<file path="src/pkg/ssc_pkg.sv">
// Constants and types shared by the spindle speed control block
package ssc_pkg;

	// ----------------------------------------------------------------
	// Bus geometry
	// ----------------------------------------------------------------
	localparam int ADDR_W = 18;
	localparam int DATA_W = 32;
	localparam int BE_W   = 4;
	localparam int IDX_W  = 16;

	// ----------------------------------------------------------------
	// Register indices (byte address is four times the index)
	// ----------------------------------------------------------------
	localparam logic [IDX_W-1:0] IDX_DAC  = 16'hE060;
	localparam logic [IDX_W-1:0] IDX_TGT  = 16'hE061;
	localparam logic [IDX_W-1:0] IDX_ERR  = 16'hE062;
	localparam logic [IDX_W-1:0] IDX_CTL  = 16'hE065;
	localparam logic [IDX_W-1:0] IDX_CNT  = 16'hE066;
	localparam logic [IDX_W-1:0] IDX_STAT = 16'hE068;
	localparam logic [IDX_W-1:0] IDX_MASK = 16'hE069;
	localparam logic [IDX_W-1:0] IDX_LIVE = 16'hE06A;

	// ----------------------------------------------------------------
	// Field widths and positions
	// ----------------------------------------------------------------
	localparam int DAC_W        = 8;
	localparam int PERIOD_W     = 16;
	localparam int CNT_W        = 8;
	localparam int CTL_W        = 5;
	localparam int CTL_SAT_BIT  = 4;
	localparam int CTL_EN_BIT   = 3;
	localparam int CTL_CLK_BIT  = 2;
	localparam int CTL_SRC_LSB  = 0;
	localparam int CTL_SRC_W    = 2;
	localparam int STAT_W       = 2;
	localparam int STAT_SPIN    = 0;
	localparam int STAT_OVF     = 1;

	// ----------------------------------------------------------------
	// Values after reset
	// ----------------------------------------------------------------
	localparam logic [DAC_W-1:0]    RST_DAC    = 8'h00;
	localparam logic [PERIOD_W-1:0] RST_PERIOD = 16'h0000;
	localparam logic [CNT_W-1:0]    RST_CNT    = 8'h00;
	localparam logic [CTL_W-1:0]    RST_CTL    = 5'h00;
	localparam logic [STAT_W-1:0]   RST_STAT   = 2'h0;

	// ----------------------------------------------------------------
	// Count clock divider (bus clock divided by eight)
	// ----------------------------------------------------------------
	localparam int               DIV_W    = 3;
	localparam logic [DIV_W-1:0] DIV_LAST = 3'h7;

	// Spin interrupt source selection
	typedef enum logic [CTL_SRC_W-1:0] {
		SSC_SRC_INDEX,
		SSC_SRC_CNT_WRAP,
		SSC_SRC_PERIOD_OVF,
		SSC_SRC_SLOW
	} ssc_src_t;

endpackage

</file>
<file path="src/rtl/ssc_edge_sync.sv">
// Two-stage pin synchroniser with registered rising-edge pulse
`timescale 1ns/100ps
module ssc_edge_sync (
	input  wire logic mclk_in,
	input  wire logic resetn_in,
	input  wire logic pin_in,
	output logic      rise_out
);

	logic meta_r;
	logic sync_r;
	logic prev_r;
	logic rise_r;

	// ----------------------------------------------------------------
	// Synchroniser and edge detect
	// ----------------------------------------------------------------
	always_ff @(posedge mclk_in) begin
		if (!resetn_in) begin
			meta_r <= 1'b0;
			sync_r <= 1'b0;
			prev_r <= 1'b0;
			rise_r <= 1'b0;
		end else begin
			meta_r <= pin_in;
			sync_r <= meta_r;
			prev_r <= sync_r;
			rise_r <= sync_r & ~prev_r;
		end
	end

	assign rise_out = rise_r;

endmodule

</file>
<file path="src/rtl/ssc_spindle_ctrl.sv">
// Spindle speed control unit: registers, period measurement, spin counter
//
// Summary of operation
// - Firmware-writable 16-bit desired rotation period register, bits 15:0.
// - Period counted between index events is captured into speed error register.
// - Control bit 4 makes the period count saturate instead of wrapping.
// - Spin counters advance only while control bit 3 is set.
// - Control bit 2 picks count clock: bus clock or bus clock divided by eight.
// - Control bits 1:0 choose the event that raises the spin interrupt.
// - Spin event count is 8 bits wide; upper bits read zero.
//
// Added by the designer: the Avalon-MM register port.
`timescale 1ns/100ps
module ssc_spindle_ctrl
	import ssc_pkg::*;
#(
	parameter int PERIOD_BITS = ssc_pkg::PERIOD_W
) (
	input  wire logic                        mclk_in,
	input  wire logic                        resetn_in,
	input  wire logic [ssc_pkg::ADDR_W-1:0]  avs_address_in,
	input  wire logic                        avs_read_in,
	input  wire logic                        avs_write_in,
	input  wire logic [ssc_pkg::DATA_W-1:0]  avs_writedata_in,
	input  wire logic [ssc_pkg::BE_W-1:0]    avs_byteenable_in,
	output logic      [ssc_pkg::DATA_W-1:0]  avs_readdata_out,
	output logic                             avs_waitrequest_out,
	input  wire logic                        index_in,
	input  wire logic                        spin_event_in,
	output logic      [ssc_pkg::DAC_W-1:0]   spindle_dac_out,
	output logic                             irq_out
);

	import ssc_pkg::*;

	// ----------------------------------------------------------------
	// Declarations
	// ----------------------------------------------------------------
	logic                   ack_r;
	logic                   req;
	logic                   wr_en;
	logic                   rd_take;
	logic [IDX_W-1:0]       acc_idx;
	logic                   aligned;
	logic [DATA_W-1:0]      readdata_r;
	logic [DATA_W-1:0]      rd_mux;

	logic [DAC_W-1:0]       spindle_dac_value_r;
	logic [PERIOD_BITS-1:0] spindle_target_period_r;
	logic [PERIOD_BITS-1:0] spindle_speed_error_r;
	logic [CTL_W-1:0]       spindle_control_r;
	logic [CNT_W-1:0]       spin_event_counter_r;
	logic [STAT_W-1:0]      stat_r;
	logic [STAT_W-1:0]      mask_r;
	logic [PERIOD_BITS-1:0] period_cnt_r;
	logic [DIV_W-1:0]       div_r;

	logic                   index_rise;
	logic                   spin_rise;
	logic                   cnt_enable;
	logic                   sat_enable;
	logic                   count_clock_select;
	ssc_src_t               src_sel;
	logic                   count_tick;
	logic                   period_full;
	logic                   ev_index;
	logic                   ev_wrap;
	logic                   ev_ovf;
	logic                   ev_slow;
	logic                   spin_ev;
	logic [STAT_W-1:0]      stat_set;
	logic [STAT_W-1:0]      stat_clr;

	// ----------------------------------------------------------------
	// Pin synchronisers
	// ----------------------------------------------------------------
	ssc_edge_sync u_index_sync (
		.mclk_in   (mclk_in),
		.resetn_in (resetn_in),
		.pin_in    (index_in),
		.rise_out  (index_rise)
	);

	ssc_edge_sync u_spin_sync (
		.mclk_in   (mclk_in),
		.resetn_in (resetn_in),
		.pin_in    (spin_event_in),
		.rise_out  (spin_rise)
	);

	// ----------------------------------------------------------------
	// Byte-lane merge for 16-bit registers
	// ----------------------------------------------------------------
	function automatic logic [15:0] merge16(
		input logic [15:0]       old_val,
		input logic [DATA_W-1:0] wd,
		input logic [BE_W-1:0]   be
	);
		logic [15:0] res;
		res = old_val;
		if (be[0]) begin
			res[7:0] = wd[7:0];
		end
		if (be[1]) begin
			res[15:8] = wd[15:8];
		end
		return res;
	endfunction

	// ----------------------------------------------------------------
	// Avalon-MM slave handshake
	// ----------------------------------------------------------------
	// One wait cycle: request seen, then answered on the next edge
	assign req                 = avs_read_in | avs_write_in;
	assign avs_waitrequest_out = req & ~ack_r;
	assign wr_en               = avs_write_in & ack_r;
	assign rd_take             = avs_read_in & ~ack_r;
	assign acc_idx             = avs_address_in[ADDR_W-1:2];
	assign aligned             = (avs_address_in[1:0] == 2'h0);

	always_ff @(posedge mclk_in) begin
		if (!resetn_in) begin
			ack_r <= 1'b0;
		end else begin
			ack_r <= req & ~ack_r;
		end
	end

	// ----------------------------------------------------------------
	// Read multiplexer
	// ----------------------------------------------------------------
	always_comb begin
		rd_mux = '0;
		if (aligned) begin
			unique case (acc_idx)
				IDX_DAC:  rd_mux[DAC_W-1:0]       = spindle_dac_value_r;
				IDX_TGT:  rd_mux[PERIOD_BITS-1:0] = spindle_target_period_r;
				IDX_ERR:  rd_mux[PERIOD_BITS-1:0] = spindle_speed_error_r;
				IDX_CTL:  rd_mux[CTL_W-1:0]       = spindle_control_r;
				IDX_CNT:  rd_mux[CNT_W-1:0]       = spin_event_counter_r;
				IDX_STAT: rd_mux[STAT_W-1:0]      = stat_r;
				IDX_MASK: rd_mux[STAT_W-1:0]      = mask_r;
				IDX_LIVE: rd_mux[PERIOD_BITS-1:0] = period_cnt_r;
				default:  rd_mux = '0;
			endcase
		end
	end

	always_ff @(posedge mclk_in) begin
		if (!resetn_in) begin
			readdata_r <= '0;
		end else if (rd_take) begin
			readdata_r <= rd_mux;
		end
	end

	assign avs_readdata_out = readdata_r;

	// ----------------------------------------------------------------
	// Firmware-owned registers
	// ----------------------------------------------------------------
	always_ff @(posedge mclk_in) begin
		if (!resetn_in) begin
			spindle_dac_value_r <= RST_DAC;
		end else if (wr_en && aligned && acc_idx == IDX_DAC && avs_byteenable_in[0]) begin
			spindle_dac_value_r <= avs_writedata_in[DAC_W-1:0];
		end
	end

	always_ff @(posedge mclk_in) begin
		if (!resetn_in) begin
			spindle_target_period_r <= RST_PERIOD;
		end else if (wr_en && aligned && acc_idx == IDX_TGT) begin
			spindle_target_period_r <= merge16(spindle_target_period_r, avs_writedata_in,
				avs_byteenable_in);
		end
	end

	always_ff @(posedge mclk_in) begin
		if (!resetn_in) begin
			spindle_control_r <= RST_CTL;
		end else if (wr_en && aligned && acc_idx == IDX_CTL && avs_byteenable_in[0]) begin
			spindle_control_r <= avs_writedata_in[CTL_W-1:0];
		end
	end

	always_ff @(posedge mclk_in) begin
		if (!resetn_in) begin
			mask_r <= RST_STAT;
		end else if (wr_en && aligned && acc_idx == IDX_MASK && avs_byteenable_in[0]) begin
			mask_r <= avs_writedata_in[STAT_W-1:0];
		end
	end

	assign spindle_dac_out = spindle_dac_value_r;

	// ----------------------------------------------------------------
	// Control field decode
	// ----------------------------------------------------------------
	assign sat_enable         = spindle_control_r[CTL_SAT_BIT];
	assign cnt_enable         = spindle_control_r[CTL_EN_BIT];
	assign count_clock_select = spindle_control_r[CTL_CLK_BIT];
	assign src_sel            = ssc_src_t'(spindle_control_r[CTL_SRC_LSB +: CTL_SRC_W]);

	// ----------------------------------------------------------------
	// Count clock: bus clock or bus clock divided by eight
	// ----------------------------------------------------------------
	always_ff @(posedge mclk_in) begin
		if (!resetn_in) begin
			div_r <= '0;
		end else if (cnt_enable) begin
			div_r <= div_r + 3'h1;
		end else begin
			div_r <= '0;
		end
	end

	assign count_tick = cnt_enable & (~count_clock_select | (div_r == DIV_LAST));

	// ----------------------------------------------------------------
	// Period measurement between index events
	// ----------------------------------------------------------------
	assign period_full = (period_cnt_r == {PERIOD_BITS{1'b1}});

	always_ff @(posedge mclk_in) begin
		if (!resetn_in) begin
			period_cnt_r <= RST_PERIOD;
		end else if (!cnt_enable || index_rise) begin
			period_cnt_r <= RST_PERIOD;
		end else if (count_tick) begin
			if (period_full && sat_enable) begin
				period_cnt_r <= period_cnt_r;
			end else begin
				period_cnt_r <= period_cnt_r + 1'b1;
			end
		end
	end

	// Index capture wins over a firmware write in the same cycle
	always_ff @(posedge mclk_in) begin
		if (!resetn_in) begin
			spindle_speed_error_r <= RST_PERIOD;
		end else if (ev_index) begin
			spindle_speed_error_r <= period_cnt_r;
		end else if (wr_en && aligned && acc_idx == IDX_ERR) begin
			spindle_speed_error_r <= merge16(spindle_speed_error_r, avs_writedata_in,
				avs_byteenable_in);
		end
	end

	// ----------------------------------------------------------------
	// Spin event counter
	// ----------------------------------------------------------------
	// Hardware count wins over a firmware write in the same cycle
	always_ff @(posedge mclk_in) begin
		if (!resetn_in) begin
			spin_event_counter_r <= RST_CNT;
		end else if (cnt_enable && spin_rise) begin
			spin_event_counter_r <= spin_event_counter_r + 8'h01;
		end else if (wr_en && aligned && acc_idx == IDX_CNT && avs_byteenable_in[0]) begin
			spin_event_counter_r <= avs_writedata_in[CNT_W-1:0];
		end
	end

	// ----------------------------------------------------------------
	// Events and spin interrupt source
	// ----------------------------------------------------------------
	assign ev_index = cnt_enable & index_rise;
	assign ev_wrap  = cnt_enable & spin_rise & (spin_event_counter_r == {CNT_W{1'b1}});
	assign ev_ovf   = count_tick & ~index_rise & period_full;
	assign ev_slow  = ev_index & (period_cnt_r > spindle_target_period_r);

	always_comb begin
		unique case (src_sel)
			SSC_SRC_INDEX:      spin_ev = ev_index;
			SSC_SRC_CNT_WRAP:   spin_ev = ev_wrap;
			SSC_SRC_PERIOD_OVF: spin_ev = ev_ovf;
			SSC_SRC_SLOW:       spin_ev = ev_slow;
		endcase
	end

	// ----------------------------------------------------------------
	// Sticky status, write one to clear, set wins
	// ----------------------------------------------------------------
	always_comb begin
		stat_set            = '0;
		stat_set[STAT_SPIN] = spin_ev;
		stat_set[STAT_OVF]  = ev_ovf;
		stat_clr            = '0;
		if (wr_en && aligned && acc_idx == IDX_STAT && avs_byteenable_in[0]) begin
			stat_clr = avs_writedata_in[STAT_W-1:0];
		end
	end

	always_ff @(posedge mclk_in) begin
		if (!resetn_in) begin
			stat_r <= RST_STAT;
		end else begin
			stat_r <= (stat_r & ~stat_clr) | stat_set;
		end
	end

	assign irq_out = |(stat_r & mask_r);

endmodule

</file>
<file path="config.mk">
export PLATFORM = sky130hd
export DESIGN_NAME = ssc_spindle_ctrl
export DESIGN_NICKNAME = d
export VERILOG_FILES = /design/src/pkg/ssc_pkg.sv /design/src/rtl/ssc_edge_sync.sv /design/src/rtl/ssc_spindle_ctrl.sv
export SDC_FILE = /design/constraint.sdc
export NUM_CORES = 1
export LEC_CHECK = 0
export ABC_CLOCK_PERIOD_IN_PS = 2100
export BUFFER_PORTS_ARGS = -buffer_cell sky130_fd_sc_hd__buf_2
export CORE_ASPECT_RATIO = 1.4
export CORE_MARGIN = 1
export CORE_UTILIZATION = 51
export CTS_CLUSTER_SIZE = 30
export DETAILED_ROUTE_END_ITERATION = 7
export MAX_ROUTING_LAYER = met4
export PLACE_DENSITY = 0.77
export RECOVER_POWER = 25
export SETUP_SLACK_MARGIN = 0.5
export SLEW_MARGIN = 20
export SYNTH_ARGS = -nofsm -noshare
export SYNTH_HDL_FRONTEND = slang
export SYNTH_SLANG_ARGS = --single-unit
</file>
<file path="constraint.sdc">
create_clock -name mclk_in -period 2.1 [get_ports mclk_in]
set_input_delay 0.315 -clock mclk_in [delete_from_list [all_inputs] [get_ports mclk_in]]
set_output_delay 0.315 -clock mclk_in [all_outputs]
set_load 0.01 [all_outputs]
</file>
# Word level (Yosys, flattened, before mapping)
# Cells that the tools add are included.
[word_totals] regBits=117 inputBits=60 out_inout_bits=42 elab_cells=108
[op_classes] addsub=3 magnitude_cmp=1 n_eq_ne=14 mux=13 n_bitwise=25 reduce_logical=31
[op_table] op="$eq 16x16->1 const B" n=9
[op_table] op="$mux 16" n=3
[op_table] op="$mux 8" n=4
[op_table] op="$pmux 8 s3" n=1
[op_table] op="$pmux 3 s6" n=1
[op_table] op="$add 16x1->16 const B" n=1
[op_table] op="$gt 16x16->1" n=1
[op_table] op="$pmux 2 s8" n=1
[op_table] op="$logic_and 1x1->1" n=15
[op_table] op="$pmux 3 s5" n=1
[op_table] op="$and 1x1->1" n=12
[op_table] op="$reduce_and 2->1" n=6
[op_table] op="$add 8x1->8 const B" n=1
[op_table] op="$eq 8x8->1 const B" n=1
[op_table] op="$reduce_bool 2->1" n=4
[op_table] op="$not 1->1" n=7
[op_table] op="$and 2x2->2" n=2
[op_table] op="$eq 2x2->1 const B" n=2
[op_table] op="$logic_not 2->1" n=2
[op_table] op="$pmux 1 s4" n=1
[op_table] op="$reduce_or 2->1" n=2
[op_table] op="$add 3x1->3 const B" n=1
[op_table] op="$eq 3x3->1 const B" n=1
[op_table] op="$eq 2x1->1 const B" n=1
[op_table] op="other kinds (6)" n=7

# Logic depth before layout (Yosys ltp)
[logic_depth] word_depth=8 depth_mapped=7 mapped_depth_nobuf=7

# Cells and area by module
# A second synthesis with hierarchy kept.
[unflattened] hier_cells=612 area_unflattened_um2=5356.4
[by_module_without_submodules] mod="ssc_spindle_ctrl" instances=1 cells_each=596 area_each_um2=5133.7 seq_area_each_um2=1861.8
[by_module_without_submodules] mod="ssc_edge_sync" instances=2 cells_each=8 area_each_um2=111.4 seq_area_each_um2=80.1

# Worst setup path after synthesis
# OpenSTA, ideal clock, no wires.
[synth_path] kind="input -> register" start="input port avs_address_in[11] (netlist name)" end="register spindle_speed_error_r[13]" setup_time_ns=0.088 arrival_ns=2.160 t_required_ns=2.012 setup_slack_ns=-0.148 path_stages=7 path_buffers=2 path_cell_list="or4_4 -> buf_6 -> or4_4 -> o21ai_4 -> buf_6 -> nor2_1 -> a311oi_2"
[synth_between] elab_chain_len=4
[synth_rtl] element="start, declared" line="ssc_spindle_ctrl.sv:21" text="input wire logic [ssc_pkg::ADDR_W-1:0] avs_address_in,"
[synth_rtl] element="$eq 16x16->1" line="ssc_spindle_ctrl.sv:245" text="end else if (wr_en && aligned && acc_idx == IDX_ERR) begin"
[synth_rtl] element="$logic_and 1x1->1" line="ssc_spindle_ctrl.sv:245"
[synth_rtl] element="$reduce_bool 2->1 (no line)"
[synth_rtl] element="$reduce_and 2->1 (no line)"
[synth_rtl] element="end signal, assigned" line="ssc_spindle_ctrl.sv:244" text="spindle_speed_error_r <= period_cnt_r;"
[synth_rtl] element="end signal, assigned" line="ssc_spindle_ctrl.sv:246" text="spindle_speed_error_r <= merge16(spindle_speed_error_r, avs_writedata_in,"
[synth_rtl] element="end, declared" line="ssc_spindle_ctrl.sv:50" text="logic [PERIOD_BITS-1:0] spindle_speed_error_r;"
# No other way between the ends.
# A chain may end at the register's enable or synchronous reset.

# Worst setup path in the final report
[layout_path] start="input port avs_address_in[11] (netlist name)" end="register readdata_r[1] (netlist: avs_readdata_out[1])"
[layout_between] elab_chain_len=3 word_cells_on_any_way=10 classes_between="eq/ne: 8; mux: 2"
[layout_rtl] element="$eq 16x16->1" line="ssc_spindle_ctrl.sv:135" text="unique case (acc_idx)"
[layout_rtl] element="$pmux 2 s8 *" line="ssc_spindle_ctrl.sv:135"
[layout_rtl] element="$mux 16 *" line="ssc_spindle_ctrl.sv:134" text="if (aligned) begin"
[layout_rtl] element="end signal, assigned" line="ssc_spindle_ctrl.sv:153" text="readdata_r <= rd_mux;"
[layout_rtl] element="end, declared" line="ssc_spindle_ctrl.sv:45" text="logic [DATA_W-1:0] readdata_r;"
# Every way passes the cells marked *; elsewhere a longest branch is shown, timed or not.

==> impl_metrics.yaml <==
placed_design:
  hpwl_um: 12200
  preCtsSetupSlack_ns: -0.222
  port_buffers: 67
  place.gp.congestion: 0.946
clocking:
  cts_sinks: 101
  cts_buffer_depth: 2
  cts_made_buffers: 9
  clock_latency_ns: 0.36
  htreeDepth: 3
  clk_pin_slew_ns: 0.07
  cts-root-buf: "clkbuf_16"
  tritoncts: "built"
  hold_buffers: 0
drt:
  routed_wl_um: 18900
  vias_per_cell: 6.43
  ant_nets: 0
  route.vias.total: 5893
  drc: 0
  drt_iter0_markers: 479
  drt_pass1_iterations: 5
  routedWlPerCell_um: 20.6
timing:
  final.setup.worst_slack_ns: 0.150
  holdWs_ns: 0.162
  period_share: 0.928
  drv_slew: 0
  slew-limit-headroom: 0.489
  rsz0062_at_grt: "true"
  clock_skew_ns: 0.0115
  setup_viol: 0
  tightest_slew_ns: 0.766
  fin_crit_ns: 1.95
  fmax_ghz: 0.513
  final-hold-violation-count: 0
die:
  rows: 44
  core_area_sq_mm: 0.0103
  dieArea_sq_mm: 0.0111
  start_util: 0.525
  io_pins: 102
  dieHeight_um: 124
  die_x_um: 89.2
synthesis:
  synth_area_per_cell_sq_um: 8.46
  synth_common_cells: "dfxtp_1, nand2_1, nor2_1"
  synth_top_area_frac: 0.372
  yosysTopAreaCell: "dfxtp_1"
  synthArstFlopShare: 0
  syn_area_sq_mm: 0.00543
  yosys_most_used_dff: "dfxtp_1"
  ys_ff_latch: 101
  yosys_warnings: 0
  seq_area_frac_synth: 0.372
  synth_edf_count: 0
  ys_types: 68
  syn_inst: 642
  synth.most_common_cell: "dfxtp_1"
  synth_area_leaders: "dfxtp_1, nand2_1, nor2_1, ha_1, mux2i_1"
setup_path:
  cp.arrival_ns: 2.23
  cp_cell_sequence: "buf_6, or4_4, buf_4, buf_6, or3_4, nor3_4, buf_4, a22oi_2, a32oi_1"
  slowest_delay_ns: 0.55
  required_ns: 2.38
  crit_fanout: 4
  cp-start-kind: "input pin"
  cp-end-kind: "register"
  critPathSlowestCell: "or4_4"
  worst-setup-path-type: "input pin to register"
global_routing:
  grt_overflow: 0
  antenna_found_initial: 0
  grt_usage: 0.354
  grt_max_degree: 52
  grt_pass1_wl_um: 28400
  grt_pass1_vias: 5512
cells_and_area:
  antennaDiodeCount: 0
  drive_above_1_share: 0.339
  nets: 853
  syn2layout_area_growth_pct: 35.5
power_and_ir_drop:
  powerDensity_mw_per_mm2: 513
  peakVddDrop_mv: 0.452
  p_leak_nw: 2.77
min_path:
  hp-class: "input pin to register"
run:
  maxCapViolCount: 0
status:
  status: "finished clean"
## registers in the layout (all words and copies together), names as in the netlist, 2 cells and up
register	count
mask_r	2
avs_readdata_out	16
spindle_speed_error_r	16
stat_r	2
spindle_target_period_r	16
div_r	3
spindle_dac_out	8
spindle_control_r	5
period_cnt_r	16
spin_event_counter_r	8
## area by class of cell
cell class,count,area [sq um]
multi-input combinational,479,3560
clock buffer,11,233
clock inverter,5,43.8
inverter,22,82.6
tap,138,173
timing repair buffer,160,1220
sequential,101,2050
fill,764,2990
## per-stage QoR
| step | util | cell area (sq um) | std cells | power (mW) | TNS [ns] |
|---|---|---|---|---|---|
| finish | 0.711 | 7360 | 916 | 3.77 | 0 |
| global route | 0.711 | 7360 | 916 | 3.88 | 0 |
| floorplan | - | 5620 | 657 | 2.09 | -0.875 |
| global placement | 0.605 | 6260 | 861 | 2.17 | -3.64 |
| detailed placement | 0.605 | 6260 | 861 | 2.17 | -6.89 |
| CTS | 0.688 | 7120 | 904 | 3.76 | 0 |
## power by group
| group | internal, mW | switching, mW | total [mW] |
|---|---|---|---|
| combinational | 0.0898 | 0.158 | 0.247 |
| clock | 0.820 | 0.782 | 1.60 |
| sequential | 1.92 | 0.00433 | 1.92 |
| total | 2.83 | 0.944 | 3.77 |
## layer usage
layer / vias to the layer above / GRT usage / part of all wire
li1: 2614 / - / -
met1: 2829 / 0.379 / 0.36
met2: 333 / 0.577 / 0.50
met3: 117 / 0.0762 / 0.068
met4: 0 / 0.245 / 0.070
met5: - / - / 0
## layout by cell type, fill, tap and decap left out, drive strengths merged, types with 3 or more instances in the layout
cell type | synthesis | final
buf | 28 | 140
dfxtp | 101 | 101
nand2 | 80 | 80
nor2 | 68 | 68
a21oi | 39 | 39
clkbuf | 28 | 31
inv | 22 | 24
o21ai | 23 | 23
mux2i | 22 | 22
ha | 20 | 20
nand3 | 19 | 19
conb | 1 | 16
a311oi | 16 | 16
nand4 | 14 | 14
nor4 | 14 | 14
a22oi | 13 | 13
and2 | 12 | 12
nor3 | 11 | 11
a222oi | 10 | 10
and3 | 8 | 8
nand2b | 6 | 6
a32oi | 6 | 6
or3 | 5 | 6
and4 | 6 | 6
a211oi | 6 | 6
a31oi | 5 | 5
a211o | 5 | 5
xnor2 | 5 | 5
or4 | 4 | 4
a31o | 4 | 4
a2bb2oi | 4 | 4
nor2b | 4 | 4
nand4b | 3 | 3
## critical path, delay by kind of cell
family / cells / cell delay, ns
simple gates: 3 / 1.18
buf+inv: 4 / 0.50
compound gates: 2 / 0.24
## path summary, 6_finish.rpt
path	slack, ns	cells after the start	from	to
max	0.15	9	avs_address_in[11]	avs_readdata_out[1]
min	0.16	2	spin_event_in	u_spin_sync.meta_r
max reg2reg	0.16	7	period_cnt_r[1]	stat_r[0]
min reg2reg	0.38	1	u_spin_sync.prev_r	u_spin_sync.rise_out
## timing repair
action / in CTS / in global routing
endpoints found under the setup margin: 88 / 88
pin swaps: 55 / 21
endpoints found under the hold margin: 0 / 0
resized for setup: 94 / 45
cloned: 2 / 0
setup buffers: 25 / 12
## cell families after synthesis
| logic type | share of synthesized area |
|---|---|
| XOR/XNOR | 0.0113 |
| buffers and inverters | 0.0714 |
| multiplexers | 0.0426 |
| AND/OR/NAND/NOR | 0.253 |
| AO/OA/AOI/OAI | 0.203 |
| other | 0.000691 |
| flip-flops | 0.372 |
| adder cells (fa/ha/maj) | 0.0461 |
No activity file was read; power rests on OpenSTA's default activity.
